## src/inc/apm_pkg.sv

```systemverilog
// apm_pkg: constants, register map and carrier types of the power-management event logic
// assumes an 8-bit I/O port in the same clock domain as the logic
package apm_pkg;

	// clock and timer rates
	localparam int unsigned CLK_HZ     = 50000000;
	localparam int unsigned TIMER_HZ   = 3579545;
	localparam int unsigned TIMER_W    = 24;
	localparam int unsigned TMR_ACC_W  = 26;

	// event block, offsets from pm1_base
	localparam logic [7:0] PM1_STS_LO  = 8'h00;
	localparam logic [7:0] PM1_STS_HI  = 8'h01;
	localparam logic [7:0] PM1_EN_LO   = 8'h02;
	localparam logic [7:0] PM1_EN_HI   = 8'h03;
	localparam logic [7:0] PM1_CNT_LO  = 8'h04;
	localparam logic [7:0] PM1_CNT_HI  = 8'h05;
	localparam logic [7:0] PM1_TMR_B0  = 8'h08;
	localparam logic [7:0] PM1_TMR_B1  = 8'h09;
	localparam logic [7:0] PM1_TMR_B2  = 8'h0A;
	localparam logic [7:0] PM1_TMR_B3  = 8'h0B;
	localparam logic [15:0] PM1_SPAN   = 16'h0010;

	// general-purpose event block, offsets from gpe_base
	localparam logic [7:0] GPE_STS_LO  = 8'h00;
	localparam logic [7:0] GPE_STS_HI  = 8'h01;
	localparam logic [7:0] GPE_EN_LO   = 8'h02;
	localparam logic [7:0] GPE_EN_HI   = 8'h03;
	localparam logic [7:0] GPE_CNT_LO  = 8'h04;
	localparam logic [15:0] GPE_SPAN   = 16'h0008;

	// field positions, status and enable share positions
	localparam int unsigned STS_TMR_BIT   = 0;
	localparam int unsigned STS_BM_BIT    = 4;
	localparam int unsigned STS_GBL_BIT   = 5;
	localparam int unsigned EN_TMR_BIT    = 0;
	localparam int unsigned EN_GBL_BIT    = 5;
	localparam int unsigned CNT_ACPI_BIT  = 0;
	localparam int unsigned CNT_BMRLD_BIT = 1;
	localparam int unsigned CNT_OSRLS_BIT = 2;
	localparam int unsigned GPE_FW_BIT    = 0;
	localparam int unsigned GPE_TMRON_BIT = 0;
	localparam int unsigned GPE_FWRLS_BIT = 1;
	localparam int unsigned GPE_BMCTL_BIT = 2;

	// reset values
	localparam logic [7:0] REG_RST      = 8'h00;
	localparam logic       BIT_RST      = 1'b0;
	localparam logic       PM_TIMER_ON_RST   = 1'b1;
	localparam logic       PIN_IDLE_N   = 1'b1;
	localparam logic [3:0] SCI_SEL_PIN  = 4'h0;

	typedef struct packed {
		logic [15:0] addr;
		logic        wr;
		logic        rd;
		logic [7:0]  wdata;
	} apm_io_req_t;

	typedef struct packed {
		logic [7:0] rdata;
		logic       hit;
	} apm_io_rsp_t;

	typedef struct packed {
		logic        smi_n;
		logic        sci_n;
		logic [15:0] irq_lines;
		logic        serial_irq_pin_smi;
		logic        serial_irq_pin_sci;
	} apm_irq_out_t;

	typedef struct packed {
		logic [TMR_ACC_W-1:0] acc;
		logic [TIMER_W-1:0]   count;
		logic                 carry;
	} apm_tmr_state_t;

	typedef struct packed {
		logic         timer_carry_status;
		logic         busmaster_status;
		logic         global_event_status;
		logic         timer_carry_enable;
		logic         global_event_enable;
		logic         acpi_route_enable;
		logic         busmaster_reload_enable;
		logic         os_release;
		logic         firmware_event_status;
		logic         firmware_event_enable;
		logic         pm_timer_on;
		logic         firmware_release;
		logic         busmaster_control;
		apm_io_rsp_t  rsp;
		apm_irq_out_t irq;
	} apm_state_t;

endpackage

```

## src/hdl/apm_event_logic.sv

```systemverilog
// apm_event_logic: power-management event registers, handshake bits and interrupt routing
// assumes one-cycle io strobes on clk; block bases and routing straps from config logic
//
// What this block does
// - legacy routing enable forwards power events to the management interrupt.
// - acpi routing enable forwards power events to the control interrupt.
// - management interrupt on its own pin, or serial irq pin in serial mode.
// - control interrupt on own pin, a selected irq line, or serial irq pin.
// - firmware release with global enable raises a control interrupt.
// - writing one to firmware release sets it and global status.
// - writing one to global status clears it and firmware release.
// - os release with firmware enable raises a management interrupt.
// - writing one to os release sets it and firmware status.
// - writing one to firmware status clears it and os release.
// - busmaster control with reload enable raises a control interrupt.
// - writing one to busmaster control sets it and busmaster status.
// - writing one to busmaster status clears it and busmaster control.
// - 24-bit free-running up counter at timer rate, read through three registers.
// - timer carry status sets on every change of counter bit 23.
// - timer carry enable lets carry status raise a control interrupt.
// - timer on bit gates the timer; it runs after power-up.
// - events set status regardless of enable; interrupts need enable.
// - status set by hardware or by writing one to its release or control bit; write one clears, zero keeps.
// - each enable sits at its status bit's position.
// - reserved enable and control bits read zero, writes ignored.
// - event group is a 16-bit status then a 16-bit enable.
// - timer carry enable is bit 0 at event block offset 2.
`timescale 1ns/100ps
module apm_event_logic (
	input  wire logic                  clk,
	input  wire logic                  rst,
	input  wire apm_pkg::apm_io_req_t  io_req,
	output apm_pkg::apm_io_rsp_t       io_rsp,
	input  wire logic [15:0]           pm1_base,
	input  wire logic [15:0]           gpe_base,
	input  wire logic                  legacy_route_enable,
	input  wire logic                  serial_irq_mode,
	input  wire logic [3:0]            sci_irq_select,
	output apm_pkg::apm_irq_out_t      irq_out
);
	import apm_pkg::*;

	apm_state_t          s_r;
	apm_state_t          s_nxt;
	logic [TIMER_W-1:0]  tmr_count;
	logic                tmr_carry;
	logic                pm1_hit;
	logic                gpe_hit;
	logic [7:0]          pm1_off;
	logic [7:0]          gpe_off;
	logic                pm_event;
	logic                smi_req;
	logic                sci_req;

	// address inside a block of given span
	function automatic logic blk_hit(input logic [15:0] addr, input logic [15:0] base,
		input logic [15:0] span);
		logic [15:0] d;
		d = addr - base;
		blk_hit = (addr >= base) && (d < span);
	endfunction

	function automatic logic [7:0] blk_off(input logic [15:0] addr, input logic [15:0] base);
		logic [15:0] d;
		d = addr - base;
		blk_off = d[7:0];
	endfunction

	apm_pm_timer #(
		.CLK_FREQ (CLK_HZ),
		.TICK_HZ  (TIMER_HZ)
	) u_timer (
		.clk    (clk),
		.rst    (rst),
		.enable (s_r.pm_timer_on),
		.count  (tmr_count),
		.carry  (tmr_carry)
	);

	always_comb begin
		pm1_hit = blk_hit(io_req.addr, pm1_base, PM1_SPAN);
		gpe_hit = blk_hit(io_req.addr, gpe_base, GPE_SPAN) && !pm1_hit;
		pm1_off = blk_off(io_req.addr, pm1_base);
		gpe_off = blk_off(io_req.addr, gpe_base);
	end

	// enabled event sources
	always_comb begin
		pm_event = (s_r.timer_carry_status && s_r.timer_carry_enable)
			|| (s_r.firmware_release && s_r.global_event_enable)
			|| (s_r.busmaster_control && s_r.busmaster_reload_enable);
		smi_req = (s_r.os_release && s_r.firmware_event_enable)
			|| (legacy_route_enable && pm_event);
		sci_req = s_r.acpi_route_enable && pm_event;
	end

	always_comb begin
		s_nxt = s_r;
		s_nxt.rsp.hit   = 1'b0;
		s_nxt.rsp.rdata = REG_RST;

		// register writes
		if (io_req.wr && pm1_hit) begin
			case (pm1_off)
				PM1_STS_LO: begin
					if (io_req.wdata[STS_TMR_BIT]) begin
						s_nxt.timer_carry_status = 1'b0;
					end
					if (io_req.wdata[STS_BM_BIT]) begin
						s_nxt.busmaster_status  = 1'b0;
						s_nxt.busmaster_control = 1'b0;
					end
					if (io_req.wdata[STS_GBL_BIT]) begin
						s_nxt.global_event_status = 1'b0;
						s_nxt.firmware_release    = 1'b0;
					end
				end
				PM1_EN_LO: begin
					s_nxt.timer_carry_enable  = io_req.wdata[EN_TMR_BIT];
					s_nxt.global_event_enable = io_req.wdata[EN_GBL_BIT];
				end
				PM1_CNT_LO: begin
					s_nxt.acpi_route_enable       = io_req.wdata[CNT_ACPI_BIT];
					s_nxt.busmaster_reload_enable = io_req.wdata[CNT_BMRLD_BIT];
					if (io_req.wdata[CNT_OSRLS_BIT]) begin
						s_nxt.os_release            = 1'b1;
						s_nxt.firmware_event_status = 1'b1;
					end
				end
				default: begin
				end
			endcase
		end
		if (io_req.wr && gpe_hit) begin
			case (gpe_off)
				GPE_STS_LO: begin
					if (io_req.wdata[GPE_FW_BIT]) begin
						s_nxt.firmware_event_status = 1'b0;
						s_nxt.os_release            = 1'b0;
					end
				end
				GPE_EN_LO: begin
					s_nxt.firmware_event_enable = io_req.wdata[GPE_FW_BIT];
				end
				GPE_CNT_LO: begin
					s_nxt.pm_timer_on = io_req.wdata[GPE_TMRON_BIT];
					if (io_req.wdata[GPE_FWRLS_BIT]) begin
						s_nxt.firmware_release    = 1'b1;
						s_nxt.global_event_status = 1'b1;
					end
					if (io_req.wdata[GPE_BMCTL_BIT]) begin
						s_nxt.busmaster_control = 1'b1;
						s_nxt.busmaster_status  = 1'b1;
					end
				end
				default: begin
				end
			endcase
		end

		// hardware set last so it wins over a clear
		if (tmr_carry) begin
			s_nxt.timer_carry_status = 1'b1;
		end

		// register reads, unlisted bits read zero
		if (io_req.rd && pm1_hit) begin
			s_nxt.rsp.hit = 1'b1;
			case (pm1_off)
				PM1_STS_LO: begin
					s_nxt.rsp.rdata[STS_TMR_BIT] = s_r.timer_carry_status;
					s_nxt.rsp.rdata[STS_BM_BIT]  = s_r.busmaster_status;
					s_nxt.rsp.rdata[STS_GBL_BIT] = s_r.global_event_status;
				end
				PM1_EN_LO: begin
					s_nxt.rsp.rdata[EN_TMR_BIT] = s_r.timer_carry_enable;
					s_nxt.rsp.rdata[EN_GBL_BIT] = s_r.global_event_enable;
				end
				PM1_CNT_LO: begin
					s_nxt.rsp.rdata[CNT_ACPI_BIT]  = s_r.acpi_route_enable;
					s_nxt.rsp.rdata[CNT_BMRLD_BIT] = s_r.busmaster_reload_enable;
					s_nxt.rsp.rdata[CNT_OSRLS_BIT] = s_r.os_release;
				end
				PM1_TMR_B0: s_nxt.rsp.rdata = tmr_count[7:0];
				PM1_TMR_B1: s_nxt.rsp.rdata = tmr_count[15:8];
				PM1_TMR_B2: s_nxt.rsp.rdata = tmr_count[23:16];
				default: s_nxt.rsp.rdata = REG_RST;
			endcase
		end
		if (io_req.rd && gpe_hit) begin
			s_nxt.rsp.hit = 1'b1;
			case (gpe_off)
				GPE_STS_LO: s_nxt.rsp.rdata[GPE_FW_BIT] = s_r.firmware_event_status;
				GPE_EN_LO:  s_nxt.rsp.rdata[GPE_FW_BIT] = s_r.firmware_event_enable;
				GPE_CNT_LO: begin
					s_nxt.rsp.rdata[GPE_TMRON_BIT] = s_r.pm_timer_on;
					s_nxt.rsp.rdata[GPE_FWRLS_BIT] = s_r.firmware_release;
					s_nxt.rsp.rdata[GPE_BMCTL_BIT] = s_r.busmaster_control;
				end
				default: s_nxt.rsp.rdata = REG_RST;
			endcase
		end

		// output steering, level follows the sources
		s_nxt.irq.smi_n              = PIN_IDLE_N;
		s_nxt.irq.sci_n              = PIN_IDLE_N;
		s_nxt.irq.irq_lines          = '0;
		s_nxt.irq.serial_irq_pin_smi = 1'b0;
		s_nxt.irq.serial_irq_pin_sci = 1'b0;
		if (serial_irq_mode) begin
			s_nxt.irq.serial_irq_pin_smi = smi_req;
			s_nxt.irq.serial_irq_pin_sci = sci_req;
		end else begin
			s_nxt.irq.smi_n = ~smi_req;
			if (sci_irq_select == SCI_SEL_PIN) begin
				s_nxt.irq.sci_n = ~sci_req;
			end else begin
				s_nxt.irq.irq_lines[sci_irq_select] = sci_req;
			end
		end
	end

	always_ff @(posedge clk) begin
		if (rst) begin
			s_r             <= '0;
			s_r.pm_timer_on <= PM_TIMER_ON_RST;
			s_r.irq.smi_n   <= PIN_IDLE_N;
			s_r.irq.sci_n   <= PIN_IDLE_N;
		end else begin
			s_r <= s_nxt;
		end
	end

	assign io_rsp  = s_r.rsp;
	assign irq_out = s_r.irq;
endmodule

```

## src/hdl/apm_pm_timer.sv

```systemverilog
// apm_pm_timer: 24-bit free-running counter ticking at the timer rate
// assumes clk at CLK_HZ; rate made by a fractional accumulator
`timescale 1ns/100ps
module apm_pm_timer #(
	parameter int unsigned CLK_FREQ = apm_pkg::CLK_HZ,
	parameter int unsigned TICK_HZ  = apm_pkg::TIMER_HZ
) (
	input  wire logic                        clk,
	input  wire logic                        rst,
	input  wire logic                        enable,
	output logic [apm_pkg::TIMER_W-1:0]      count,
	output logic                             carry
);
	import apm_pkg::*;

	localparam logic [TMR_ACC_W:0] INC = (TMR_ACC_W+1)'(TICK_HZ);
	localparam logic [TMR_ACC_W:0] DEN = (TMR_ACC_W+1)'(CLK_FREQ);

	generate
		if (TICK_HZ == 0 || TICK_HZ >= CLK_FREQ || CLK_FREQ >= (2 ** TMR_ACC_W)) begin : g_bad
			$error("apm_pm_timer: rate parameters out of range");
		end
	endgenerate

	apm_tmr_state_t s_r;
	apm_tmr_state_t s_nxt;
	logic [TMR_ACC_W:0] sum;

	always_comb begin
		s_nxt = s_r;
		s_nxt.carry = 1'b0;
		sum = {1'b0, s_r.acc} + INC;
		if (enable) begin
			if (sum >= DEN) begin
				s_nxt.acc   = TMR_ACC_W'(sum - DEN);
				s_nxt.count = s_r.count + 1'b1;
				// msb flips in either direction
				s_nxt.carry = s_nxt.count[TIMER_W-1] ^ s_r.count[TIMER_W-1];
			end else begin
				s_nxt.acc = sum[TMR_ACC_W-1:0];
			end
		end
	end

	always_ff @(posedge clk) begin
		if (rst) begin
			s_r <= '0;
		end else begin
			s_r <= s_nxt;
		end
	end

	assign count = s_r.count;
	assign carry = s_r.carry;
endmodule

```

## config.mk

```make
export PLATFORM = sky130hd
export DESIGN_NAME = apm_event_logic
export DESIGN_NICKNAME = d
export VERILOG_FILES = /design/src/inc/apm_pkg.sv /design/src/hdl/apm_event_logic.sv /design/src/hdl/apm_pm_timer.sv
export SDC_FILE = /design/constraint.sdc
export NUM_CORES = 1
export LEC_CHECK = 0
export BUFFER_PORTS_ARGS = -buffer_cell sky130_fd_sc_hd__buf_2
export CAP_MARGIN = 0
export CORE_MARGIN = 4
export CORE_UTILIZATION = 54
export CTS_CLUSTER_SIZE = 24
export DETAILED_ROUTE_END_ITERATION = 8
export PLACE_DENSITY = 0.84
export SLEW_MARGIN = 20
export SYNTH_ARGS = -nofsm -noshare
export SYNTH_HDL_FRONTEND = slang
export SYNTH_HIERARCHICAL = 1
export SYNTH_SLANG_ARGS = --single-unit
```

## constraint.sdc

```tcl
create_clock -name clk -period 3.8 [get_ports clk]
set_input_delay 0.19 -clock clk [delete_from_list [all_inputs] [get_ports clk]]
set_output_delay 0.19 -clock clk [all_outputs]
set_load 0.05 [all_outputs]
```

; ---- After elaboration in Yosys (flattened, before gate mapping)
; Index checks and enable logic that the tools add are counted.
[totals]
input_bits = 66
out_inout_bits = 29
regBits = 93
elab_cells = 125
[op_classes]
add_sub_neg = 5
muxes = 38
n_lt_le_gt_ge = 7
n_reduce_logical = 37
n_eq_ne = 7
bitwise_logic = 8
[op_table]
columns = cell, n
row1 = $ge A16 B16 Y1, 2
row2 = $sub A16 B16 Y16, 2
row3 = $add A26 B22 Y27 const B, 1
row4 = $ge A27 B26 Y1 const B, 1
row5 = $mux W9, 3
row6 = $mux W26, 1
row7 = $sub A26 B26 Y26 const B, 1
row8 = $add A24 B1 Y24 const B, 1
row9 = $eq A8 B4 Y1 const B, 3
row10 = $and A16 B16 Y16, 1
row11 = $eq A8 B2 Y1 const B, 2
row12 = $eq A8 B3 Y1 const B, 2
row13 = $logic_not A8 Y1, 2
row14 = $lt A16 B4 Y1 const B, 1
row15 = $lt A16 B5 Y1 const B, 1
row16 = $mux W2, 8
row17 = $logic_and A1 B1 Y1, 14
row18 = $mux W1, 12
row19 = $reduce_or A3 Y1, 4
row20 = $reduce_and A2 Y1, 5
row21 = $pmux W2 S4, 1
row22 = $mux W3, 2
row23 = $mux W6, 1
row24 = $not A1 Y1, 6
row25 = other kinds (18), 25

; ---- Depth between registers and ports, before layout
[logic_depth]
depth_word = 8
depth_mapped = 17
mapped_depth_nobuf = 15

; ---- Modules after synthesis
; Netlist, hierarchy kept.
[modules_own_cells]
columns = mod, seq_area_each_um2, cells_per_inst, n_inst, area_each_um2
row1 = apm_event_logic, 840.8, 518, 1, 3987.6
row2 = apm_pm_timer, 1021.0, 489, 1, 3818.7

; ---- Worst setup path after synthesis
; No wires, ideal clock.
[synth_path]
path_kind = flip-flop to flip-flop
startpoint = register u_timer/s_r[25] (netlist bit)
endpoint = register u_timer/s_r[32] (netlist bit)
arrival_time_ps = 3786
path_slack_ps = -103
path_stages_with_launch = 18
path_buffers = 2
setup_time_ps = 116
required_time_ps = 3684
synth_period_minus_slack_ps = 3903
cell_sequence = dfxtp_1 ha_1 a211oi_2 nor2_1 or2_2 xnor2_1 ha_1 nand2_1 a311oi_1 nor2_1 a311oi_1 o41a_1 o31a_1 buf_6 buf_6 xnor2_1 a21oi_1 a31o_2
[synth_between]
elab_chain_cells = 3
elab_cells_between_ends = 4
classes_between = 2 x add/sub / 1 x order compare / 1 x mux
[synth_rtl]
columns = element, line_no
row1 = "start, declared", apm_pm_timer.sv:25  ; apm_tmr_state_t s_r;
row2 = "start signal, assigned", apm_pm_timer.sv:49  ; s_r <= s_nxt;
row3 = $add A26 B22 Y27 *, apm_pm_timer.sv:32  ; sum = {1'b0, s_r.acc} + INC;
row4 = $sub A26 B26 Y26 / $ge A27 B26 Y1 (equally long branches), "apm_pm_timer.sv:35, apm_pm_timer.sv:34"
row5 = $mux W26 *, apm_pm_timer.sv:34  ; if (sum >= DEN) begin
; Every way passes the cells marked *; elsewhere a longest branch is shown, timed or not.
; A chain may end at the register's enable or synchronous reset.

; ---- Worst setup path in the final report
[layout_path]
startpoint = register u_timer/s_r[28] (netlist bit)
endpoint = register u_timer/s_r[42] (netlist bit)
; The elaborated chain is that of the path after synthesis.

==> impl_metrics.py <==
metrics = {
    "synth": {
        "netlist_instances": 1007,
        "synth_area_leaders": "dfxtp_1, nor2_1, ha_1",
        "avgSynthCellArea_um2": 7.75,
        "synth_nets": 1109,
        "synth.distinct_cells": 96,
        "netlist_area_um2": 7810,
        "synth-seq-cells": 93,
        "yosysMostFrequentCell": "nor2_1",
        "yosysTopAreaCell": "dfxtp_1",
        "synthArstFlopShare": 0,
        "synthFlopType": "dfxtp_1",
        "yosys_warnings": 6,
        "yosysTopAreaCellShare": 0.238,
        "synth_edf_count": 0,
        "synth_common_cells": "nor2_1, dfxtp_1, nand2_1, inv_1, buf_4",
        "ys_seq_area_frac": 0.238,
    },
    "sta": {
        "relSlewSlack": 0.541,
        "hold_viol": 0,
        "max_freq_ghz": 0.267,
        "slew_violations": 0,
        "fin_crit_sh": 0.985,
        "setup_viol_count_final": 0,
        "worst_slew_pin_slew_ns": 0.686,
        "fin_skew_ns": 0.00734,
        "timing.setup.tns_ns": 0,
        "period_needed_ns": 3.74,
    },
    "die": {
        "boundaryPins": 95,
        "start_util": 0.556,
        "core_um2": 14000,
        "die_y_um": 128,
        "fp-row-count": 43,
        "die_width_um": 128,
        "dieArea_um2": 16400,
    },
    "pwr": {
        "power_density_nw_per_um2": 409,
        "p_int_w": 0.00214,
        "share_seq_of_total_power": 0.337,
        "power_switching_w": 0.00137,
        "p_sw_frac": 0.390,
        "ir_drop_mv": 0.324,
        "p_leak_nw": 3.49,
        "combPwrFrac": 0.406,
        "pwr-share-clk": 0.256,
    },
    "setup_path": {
        "worstSetupPathType": "register to register",
        "cp-end-kind": "register",
        "path_max_fanout": 24,
        "critPathLaunchType": "register",
        "critPathArrivalTime_ns": 4.04,
        "critPathRequiredTime_ns": 4.10,
    },
    "global_route": {
        "grt_pass1_vias": 6556,
        "grt_max_degree": 56,
        "antenna_found_initial": 0,
        "gr-usage-all-layers": 0.221,
        "grt_pass1_wl_mm": 30.9,
        "overflow": 0,
    },
    "routing": {
        "drt_iter0_markers": 740,
        "wirelength_mm": 19.3,
        "ant_nets": 0,
        "first_pass_iters": 5,
        "via_per_inst": 6.10,
        "vias": 7515,
        "post-route-drc-count": 0,
        "wire_per_inst_um": 15.7,
    },
    "final_layout": {
        "nFillCells": 1165,
        "final_cell_area_um2": 8550,
        "drive_gt1_frac": 0.200,
        "diodes": 0,
        "fin_nets": 1149,
        "multi_input_area_um2": 5180,
        "seqCellArea_um2": 1860,
        "syn_to_final_growth_pct": 9.57,
    },
    "cts": {
        "cts-htree-levels": 3,
        "cts_tree": "yes",
        "numClockSinks": 93,
        "root_buffer": "clkbuf_16",
        "cts_hold_buf": 0,
        "clk_latency_ns": 0.35,
        "path_clk_slew_ns": 0.07,
        "cts_made_buffers": 9,
        "clock_path_buffers": 2,
    },
    "worst_hold_path": {
        "hold_class": "input pin to register",
    },
    "job": {
        "drv_cap": 0,
    },
    "placed_design": {
        "port_buffers": 91,
        "dpl_cell_area_um2": 8050,
        "dp_hpwl_mm": 14.0,
        "gp_congestion": 0.930,
    },
    "outcome": {
        "status": "complete, no violations",
    },
}
stage by stage:
stage / util / total power (W) / std cells / hold slack [ns] / worst slack, ns
finish: 0.609 / 0.00350 / 1232 / 0.0781 / 0.0578
global route: 0.609 / 0.00370 / 1232 / 0.0669 / -0.0617
CTS: 0.598 / 0.00340 / 1224 / 0.0659 / 0.00853
detailed placement: 0.573 / 0.00248 / 1206 / 0.421 / -0.123
global placement: 0.573 / 0.00245 / 1206 / 0.413 / 0.00771
floorplan: - / 0.00217 / 1007 / 0.267 / 0.0143
registers in the layout (all words and copies together) (netlist names):
register	count
u_timer/s_r	26
u_timer/count	24
irq_out	20
s_r	13
io_rsp	9
u_timer/carry	1
metal layers:
| layer | global-route usage | share of wire | up-vias |
|---|---|---|---|
| met5 | 0 | 0 | - |
| met4 | 0.0574 | 0.019 | 0 |
| met3 | 0.0383 | 0.070 | 51 |
| met2 | 0.364 | 0.47 | 302 |
| met1 | 0.298 | 0.44 | 3482 |
| li1 | - | - | 3680 |
cells in the final DEF, fill, tap and decap left out, drive strengths merged, types with 28 or more instances in the layout:
cell type and n:
buf 130, nor3 30, o21ai 45, nand3 28, nand2 76, inv 60, dfxtp 93, ha 35
nor2 120, a21oi 48, xnor2 35
cells by family after synthesis:
logic type | after synthesis | synth area share
adder cells (fa/ha/maj) | 36 | 0.0587
AO/OA/AOI/OAI | 249 | 0.228
multiplexers | 26 | 0.0361
other | 1 | 0.000480
AND/OR/NAND/NOR | 396 | 0.272
flip-flops | 93 | 0.239
XOR/XNOR | 49 | 0.0550
buffers and inverters | 157 | 0.111
timing repair:
action                     CTS  global route
setup endpoints to repair   30            32
setup buffers                2             8
pin swaps                    3            12
gates cloned                 0             0
gates resized for setup      8            20
worst paths after layout:
kind | from | endpoint | slack (ns) | cells after the start
worst max-delay path | u_timer/s_r[28] | u_timer/s_r[42] | 0.06 | 13
worst max register to register | u_timer/s_r[28] | u_timer/s_r[42] | 0.06 | 13
worst min-delay path | serial_irq_mode | irq_out[19] | 0.08 | 2
worst min register to register | u_timer/carry | s_r[41] | 0.43 | 2
critical path, cell delays in order, from the launching register on:
cell	delay, ns
dfxtp_2	0.38
or3_4	0.42
o211a_4	0.29
a221o_1	0.43
buf_4	0.17
nor4_1	0.34
a311oi_2	0.10
o41a_1	0.18
o31a_1	0.27
buf_6	0.14
buf_12	0.16
or3_1	0.37
a311oi_2	0.33
a41o_1	0.12
cell type report:
type / count / area share
clock inverter: 7 / 0.00878
timing repair buffer: 130 / 0.0903
sequential: 93 / 0.218
clock buffer: 9 / 0.0263
multi-input combinational: 757 / 0.606
tap: 180 / 0.0263
inverter: 56 / 0.0246
power by group through the flow:
stage	Clock (W)	Combinational, W	Sequential, W
2_1_floorplan	0	0.00104	0.00113
3_3_place_gp	0	0.00127	0.00119
3_5_place_dp	0	0.00129	0.00119
4_1_cts	0.000912	0.00132	0.00117
5_1_grt	0.000953	0.00156	0.00119
6_report	0.000898	0.00142	0.00118
(Power assumes the default switching activity.)
